## src/verilog/pepsp_pkg.sv

```systemverilog
// Package holding the register map, resets, pin roles and state types of the port block.
`default_nettype none
package pepsp_pkg;

  localparam int unsigned ADDR_W   = 5;
  localparam int unsigned DATA_W   = 32;

  // Register byte offsets.
  localparam logic [4:0] OFF_PIN_DATA = 5'h00;
  localparam logic [4:0] OFF_OUT_LAT  = 5'h04;
  localparam logic [4:0] OFF_DIR_CTL  = 5'h08;
  localparam logic [4:0] OFF_BYTE_DAT = 5'h0C;
  localparam logic [4:0] OFF_ANA_CFG  = 5'h10;
  localparam logic [4:0] OFF_IRQ_STAT = 5'h14;

  // Field positions in the direction and slave control register and in the interrupt status register.
  localparam int unsigned CTL_IBF_BIT  = 7;
  localparam int unsigned CTL_OBF_BIT  = 6;
  localparam int unsigned CTL_INPUT_OVERRUN_BIT = 5;
  localparam int unsigned CTL_MODE_BIT = 4;
  localparam int unsigned IRQ_FLAG_BIT = 0;

  // Roles of the three pins in slave port mode.
  localparam int unsigned PIN_RD = 0;
  localparam int unsigned PIN_WR = 1;
  localparam int unsigned PIN_CS = 2;

  // Values after reset, and the analog setting value for all pins digital.
  localparam logic [2:0] DIR_RST      = 3'h7;
  localparam logic [2:0] LAT_RST      = 3'h0;
  localparam logic [2:0] ANA_CFG_RST  = 3'h0;
  localparam logic [2:0] ANA_DIGITAL  = 3'h7;
  localparam logic [2:0] PIN_IDLE     = 3'h7;
  localparam logic [7:0] BYTE_RST     = 8'h00;

  typedef enum logic [1:0] {
    HOST_IDLE,
    HOST_WRITE,
    HOST_READ
  } pepsp_host_t;

  typedef struct packed {
    logic [2:0]  pin_s1;
    logic [2:0]  pin_s2;
    logic [7:0]  bus_s1;
    logic [7:0]  bus_s2;
    logic [2:0]  latch;
    logic [2:0]  dir;
    logic        mode;
    logic        input_buffer_full;
    logic        output_buffer_full;
    logic        input_overrun;
    logic [2:0]  ana_cfg;
    logic        irq;
    logic [7:0]  in_buf;
    logic [7:0]  wcap;
    logic [7:0]  out_buf;
    pepsp_host_t host;
    logic        done;
    logic [31:0] rdata;
  } pepsp_state_t;

endpackage
`default_nettype wire

```

## src/verilog/pepsp_port.sv

```systemverilog
// Three-pin port with direction control and an asynchronous parallel slave port.
//
// Summary of operation
// - Direction one makes the pin an input.
// - Direction zero drives the pin from latch.
// - Latch reads return latch, not pins.
// - Three pins only; upper bits read zero.
// - Analog-selected pins read back as zero.
// - Direction bits still drive pins in analog.
// - Reset leaves all three pins analog.
// - Bit 7 flags a host byte waiting.
// - Bit 6 flags an unread CPU byte.
// - Bit 5 flags host overrun until cleared.
// - Bit 4 selects slave port mode.
// - Bits 2 to 0 are pin directions.
// - Host reads and writes an 8-bit latch.
// - Slave mode makes pins read, write, select.
// - Software sets inputs and digital first.
// - Select and write low start a write.
// - Select and read low start a read.
// - Read low while selected presents data.
// - Write low while selected loads data.
// - Select is active low; high ignores strobes.
//
// Added by the designer: the register addresses and the Avalon-MM interface to the registers.
`default_nettype none
module pepsp_port
  import pepsp_pkg::*;
(
  // Clock and reset
  input  wire logic                clk_sys_in,
  input  wire logic                rstn_in,
  // Avalon-MM register slave
  input  wire logic [ADDR_W-1:0]   avs_address_in,
  input  wire logic                avs_read_in,
  input  wire logic                avs_write_in,
  input  wire logic [DATA_W-1:0]   avs_writedata_in,
  input  wire logic [3:0]          avs_byteenable_in,
  output logic      [DATA_W-1:0]   avs_readdata_out,
  output logic                     avs_waitrequest_out,
  // Three-pin port
  input  wire logic [2:0]          pin_in,
  output logic      [2:0]          pin_out,
  output logic      [2:0]          pin_oe_out,
  // Byte-wide host data bus
  input  wire logic [7:0]          data_in,
  output logic      [7:0]          data_out,
  output logic                     data_oe_out,
  // Port interrupt flag level
  output logic                     slave_port_irq_flag_out
);

  pepsp_state_t r;
  pepsp_state_t n;

  logic host_sel;
  logic wr_act;
  logic rd_act;
  logic bus_req;
  logic bus_accept;
  logic wr_lane;
  logic pins_digital;
  logic host_wr_done;
  logic host_rd_done;
  logic cpu_data_rd;
  logic cpu_data_wr;

  // Strobes are only looked at after both synchroniser stages.
  assign host_sel     = r.mode & ~r.pin_s2[PIN_CS];
  assign wr_act       = host_sel & ~r.pin_s2[PIN_WR];
  assign rd_act       = host_sel & ~r.pin_s2[PIN_RD];
  assign host_wr_done = (r.host == HOST_WRITE) & ~wr_act;
  assign host_rd_done = (r.host == HOST_READ) & ~rd_act;

  // One wait cycle gives the read mux a registered answer.
  assign bus_req      = avs_read_in | avs_write_in;
  assign bus_accept   = bus_req & r.done;
  assign wr_lane      = avs_write_in & avs_byteenable_in[0];
  assign pins_digital = (r.ana_cfg == ANA_DIGITAL);
  assign cpu_data_rd  = bus_accept & avs_read_in & (avs_address_in == OFF_BYTE_DAT);
  assign cpu_data_wr  = bus_accept & wr_lane & (avs_address_in == OFF_BYTE_DAT);

  always_comb begin
    n = r;
    n.pin_s1 = pin_in;
    n.pin_s2 = r.pin_s1;
    n.bus_s1 = data_in;
    n.bus_s2 = r.bus_s1;

    // Read data is sampled in the wait cycle and held until the accept edge.
    n.done = bus_req & ~r.done;
    if (bus_req & ~r.done & avs_read_in) begin
      n.rdata = '0;
      case (avs_address_in)
        OFF_PIN_DATA: begin
          n.rdata[2:0] = pins_digital ? r.pin_s2 : 3'h0;
        end
        OFF_OUT_LAT: begin
          n.rdata[2:0] = r.latch;
        end
        OFF_DIR_CTL: begin
          n.rdata[CTL_IBF_BIT]  = r.input_buffer_full;
          n.rdata[CTL_OBF_BIT]  = r.output_buffer_full;
          n.rdata[CTL_INPUT_OVERRUN_BIT] = r.input_overrun;
          n.rdata[CTL_MODE_BIT] = r.mode;
          n.rdata[2:0]          = r.dir;
        end
        OFF_BYTE_DAT: begin
          n.rdata[7:0] = r.in_buf;
        end
        OFF_ANA_CFG: begin
          n.rdata[2:0] = r.ana_cfg;
        end
        OFF_IRQ_STAT: begin
          n.rdata[IRQ_FLAG_BIT] = r.irq;
        end
        default: begin
          n.rdata = '0;
        end
      endcase
    end

    // Host side sequencer; a strobe is taken on its first low sample.
    case (r.host)
      HOST_IDLE: begin
        if (wr_act) begin
          n.host = HOST_WRITE;
          n.wcap = r.bus_s2;
        end else if (rd_act) begin
          n.host = HOST_READ;
        end
      end
      HOST_WRITE: begin
        if (wr_act) begin
          n.wcap = r.bus_s2;
        end else begin
          n.host = HOST_IDLE;
        end
      end
      HOST_READ: begin
        if (!rd_act) begin
          n.host = HOST_IDLE;
          n.output_buffer_full  = 1'b0;
        end
      end
      default: begin
        n.host = HOST_IDLE;
      end
    endcase

    // Software writes; clears come first so hardware sets win below.
    if (bus_accept & wr_lane) begin
      case (avs_address_in)
        OFF_PIN_DATA, OFF_OUT_LAT: begin
          n.latch = avs_writedata_in[2:0];
        end
        OFF_DIR_CTL: begin
          n.dir  = avs_writedata_in[2:0];
          n.mode = avs_writedata_in[CTL_MODE_BIT];
          n.input_overrun = r.input_overrun & avs_writedata_in[CTL_INPUT_OVERRUN_BIT];
        end
        OFF_BYTE_DAT: begin
          n.out_buf = avs_writedata_in[7:0];
          n.output_buffer_full     = 1'b1;
        end
        OFF_ANA_CFG: begin
          n.ana_cfg = avs_writedata_in[2:0];
        end
        OFF_IRQ_STAT: begin
          if (avs_writedata_in[IRQ_FLAG_BIT]) begin
            n.irq = 1'b0;
          end
        end
        default: begin
          n.latch = r.latch;
        end
      endcase
    end
    if (cpu_data_rd) begin
      n.input_buffer_full = 1'b0;
    end

    // Host completions set their flags last.
    if (host_wr_done) begin
      n.in_buf = r.wcap;
      n.input_buffer_full    = 1'b1;
      n.irq    = 1'b1;
      if (r.input_buffer_full) begin
        n.input_overrun = 1'b1;
      end
    end
    if (host_rd_done) begin
      n.irq = 1'b1;
    end
  end

  always_ff @(posedge clk_sys_in or negedge rstn_in) begin
    if (!rstn_in) begin
      r         <= '0;
      // Synchronisers start at the idle high level, so no false strobe follows reset.
      r.pin_s1  <= PIN_IDLE;
      r.pin_s2  <= PIN_IDLE;
      r.latch   <= LAT_RST;
      r.dir     <= DIR_RST;
      r.ana_cfg <= ANA_CFG_RST;
      r.in_buf  <= BYTE_RST;
      r.wcap    <= BYTE_RST;
      r.out_buf <= BYTE_RST;
      r.host    <= HOST_IDLE;
    end else begin
      r <= n;
    end
  end

  // Drivers follow direction even for analog or strobe pins.
  assign pin_out                 = r.latch;
  assign pin_oe_out              = ~r.dir;
  assign data_out                = r.out_buf;
  assign data_oe_out             = rd_act;
  assign avs_readdata_out        = r.rdata;
  assign avs_waitrequest_out     = bus_req & ~r.done;
  assign slave_port_irq_flag_out = r.irq;
endmodule
`default_nettype wire

```

## config.mk

```make
export PLATFORM = sky130hd
export DESIGN_NAME = pepsp_port
export DESIGN_NICKNAME = d
export VERILOG_FILES = /design/src/verilog/pepsp_pkg.sv /design/src/verilog/pepsp_port.sv
export SDC_FILE = /design/constraint.sdc
export NUM_CORES = 1
export LEC_CHECK = 0
export ABC_CLOCK_PERIOD_IN_PS = 3900
export BUFFER_PORTS_ARGS = -buffer_cell sky130_fd_sc_hd__buf_2
export CAP_MARGIN = 20
export CORE_UTILIZATION = 53
export DETAILED_ROUTE_END_ITERATION = 8
export PLACE_DENSITY = 0.86
export SLEW_MARGIN = 20
export SYNTH_ARGS = -nofsm -noshare
export SYNTH_HDL_FRONTEND = slang
export SYNTH_SLANG_ARGS = --single-unit
```

## constraint.sdc

```tcl
create_clock -name clk_sys_in -period 3.9 [get_ports clk_sys_in]
set_input_delay 0.195 -clock clk_sys_in [delete_from_list [all_inputs] [get_ports clk_sys_in]]
set_output_delay 0.195 -clock clk_sys_in [all_outputs]
set_load 0.005 [all_outputs]
```

==> impl_metrics.tcl <==
set metrics [dict create \
    status "finished with violations" \
    violations "hold timing" \
    power_density_mw_per_mm2 481 \
    yosysUniqueCellTypes 37 \
    grt_max_degree 45 \
    firstDrtPassIters 5 \
    wire_per_inst_um 13.8 \
    yosysSeqAreaShare_pct 58.8 \
    netlist_area_mm2 0.00304 \
    seqPwrFrac_pct 51.4 \
    path_max_fanout 16 \
    p_sw_mw 0.372 \
    clkPwrFrac_pct 38.6 \
    drtIter0Drc 126 \
    comb_power_share_pct 9.9 \
    antennaDiodeCount 0 \
    cts.clk_slew.worst_paths_ns 0.07 \
    cts_tree "yes" \
    cellLeakagePower_nw 1.77 \
    r2r-end "avs_readdata_out[2]" \
    final.period_utilization_pct 47.9 \
    setup_viol 0 \
    final_util_pct 63.0 \
    drcViolationCount 0 \
    gr-total-overflow 0 \
    worstPathArrival_ns 2.15 \
    fmax_mhz 535 \
    mostFrequentLayoutCell "dfrtp_1" \
    synthFlopType "dfrtp_1" \
    vias 1824 \
    yosysTopAreaCellShare_pct 51.0 \
    period_minus_slack_ns 1.87 \
    clk_latency_ns 0.34 \
    worst-path-buf-inv 0 \
    worstPathRequired_ns 4.18 \
    synth_cells 237 \
    critPathCaptureType "register" \
    cts.htree.levels 3 \
    rows 27 \
    worst_setup_path_start_kind "register" \
    fin_nets 342 \
    slowest_stage "nor4b_1" \
    slew_headroom_pct 38.9 \
    gp_congestion 0.905 \
    place_hpwl_mm 3.50 \
    grt_pass1_wl_mm 8.51 \
    cts_setup_buffers 0 \
    synth_edf_count 0 \
    antenna_found_initial 0 \
    hold_ws_ns -0.00638 \
    yosysWarnings 0 \
    tns_ns 0 \
    ir_drop_mv 0.297 \
    vias_per_cell 5.02 \
    ff2ff_setup_slack_ns 2.03 \
    core_mm2 0.00551 \
    synth_area_leaders "dfrtp_1 51%, mux2_2 11%, buf_4 11%" \
    drv_cap 0 \
    ios 105 \
    ys_async_sr_fraction_pct 100 \
    die_h_um 77.7 \
    synth_top_cell_by_area "dfrtp_1" \
    fin_worst_skew_ns 0.00756 \
    r2r_start "r[32]" \
    cts_resized 0 \
    yosys_register_bits 71 \
    drive_gt1_share_pct 37.8 \
    area_growth_pct 14.2 \
    reg2reg_depth 4 \
    tightest_slew_ns 0.917 \
    root_buffer "clkbuf_8" \
    hold_viol_final 13 \
    worstSetupPathType "reg2reg" \
    switching_share_pct 22.3 \
    max_stage_delay_ns 0.66 \
    final_cell_mix "62 x dfrtp_1, 53 x buf_2, 30 x mux2_2, 24 x conb_1, 15 x nand2_1" \
    cts_made_buffers 9 \
    ant_nets 0 \
    slew_viol_final 0 \
    avgSynthCellArea_um2 12.8 \
    clk_path_buf_depth 2 \
    rsz0062_at_grt "false" \
    cp_top_family "simple AND/OR/NAND/NOR gates" \
    grt_pass1_vias 1789 \
    crit_chain "nand2b_1 -> nor4b_1 -> o21a_1 -> a221o_1" \
    die_area_mm2 0.00604 \
    cts_sinks 71 \
    nFillCells 435 \
    drt_wl_total_mm 5.01 \
    numPortBuffers 53 \
    dieWidth_um 77.7 \
    groute.usage.overall_pct 19.1 \
    min_path_type "in2async" \
    p_int_mw 1.30 \
    initial_utilization_pct 55.2 \
]
==> Yosys cell counts (all sizes together), types with 3 or more instances <==
cell,n
clkbuf,4
dfrtp,62
o31ai,4
o21ai,8
buf,46
nand2,15
nor2,3
nand3,6
mux2,31
nor3,5
and4b,3
mux2i,9
dfstp,9
inv,7
==> power by group through the flow <==
stage	sequential, mW	clock (mW)	combinational, mW
after floorplan	0.856	0	0.129
after global placement	0.867	0	0.152
after detailed placement	0.871	0	0.160
after CTS	0.858	0.664	0.169
after global routing	0.867	0.701	0.186
final	0.859	0.645	0.166
==> through the flow <==
step                      std cells  worst slack (ns)  hold WS, ns  power, mW  instance area (µm²)
after CTS                       363              2.01      0.00453       1.69                 3470
final                           363              2.03     -0.00638       1.67                 3470
after floorplan                 260              2.32       -0.101      0.985                 3130
after detailed placement        336              1.96        0.301       1.03                 3140
after global routing            363              1.78       0.0579       1.75                 3470
after global placement          336              1.97        0.301       1.02                 3140
==> cell families after synthesis <==
group	share of synthesized area, %
AOI/OAI and AO/OA	4.82
buffers and inverters	12.5
muxes	14.4
other	0.123
DFF	58.8
and+or+nand+nor	9.34
==> cell type report <==
type / instances / area, µm² / share of cell area, %
Sequential cell: 71 / 1790 / 51.5
Clock buffer: 13 / 159 / 4.58
Inverter: 7 / 26.3 / 0.757
Timing Repair Buffer: 65 / 383 / 11.0
Tap cell: 72 / 90.1 / 2.60
Clock inverter: 3 / 65.1 / 1.87
Multi-Input combinational cell: 132 / 960 / 27.6
==> layer usage <==
| layer | up-vias | global-route usage [%] | wire length (µm) |
|---|---|---|---|
| met5 | - | 0 | 0 |
| met4 | 0 | 9.62 | 104 |
| met3 | 13 | 5.41 | 315 |
| met2 | 73 | 30.7 | 2480 |
| met1 | 886 | 23.5 | 2110 |
| li1 | 852 | - | - |
==> sequential cells by signal, indices dropped and copies added (netlist names) <==
signal / flops
data_out: 8
avs_readdata_out: 8
slave_port_irq_flag_out: 1
n: 11
pin_out: 3
r: 40
==> repair_timing <==
item	CTS	global route
endpoints found under the setup margin	0	0
endpoints found under the hold margin	11	0
hold buffers	11	0
==> worst max-delay path by stage <==
stage	startpoint	endpoint	slack, ns	depth (start not counted)
after global routing	r[32]	avs_readdata_out[2]	1.78	4
after CTS	r[32]	avs_readdata_out[2]	2.01	4
after floorplan	r[90]	r[52]	2.32	5
after global placement	avs_address_in[4]	r[66]	1.97	4
final	r[32]	avs_readdata_out[2]	2.03	4
after detailed placement	avs_address_in[4]	r[66]	1.96	4
Power figures use the tool's default switching activity.
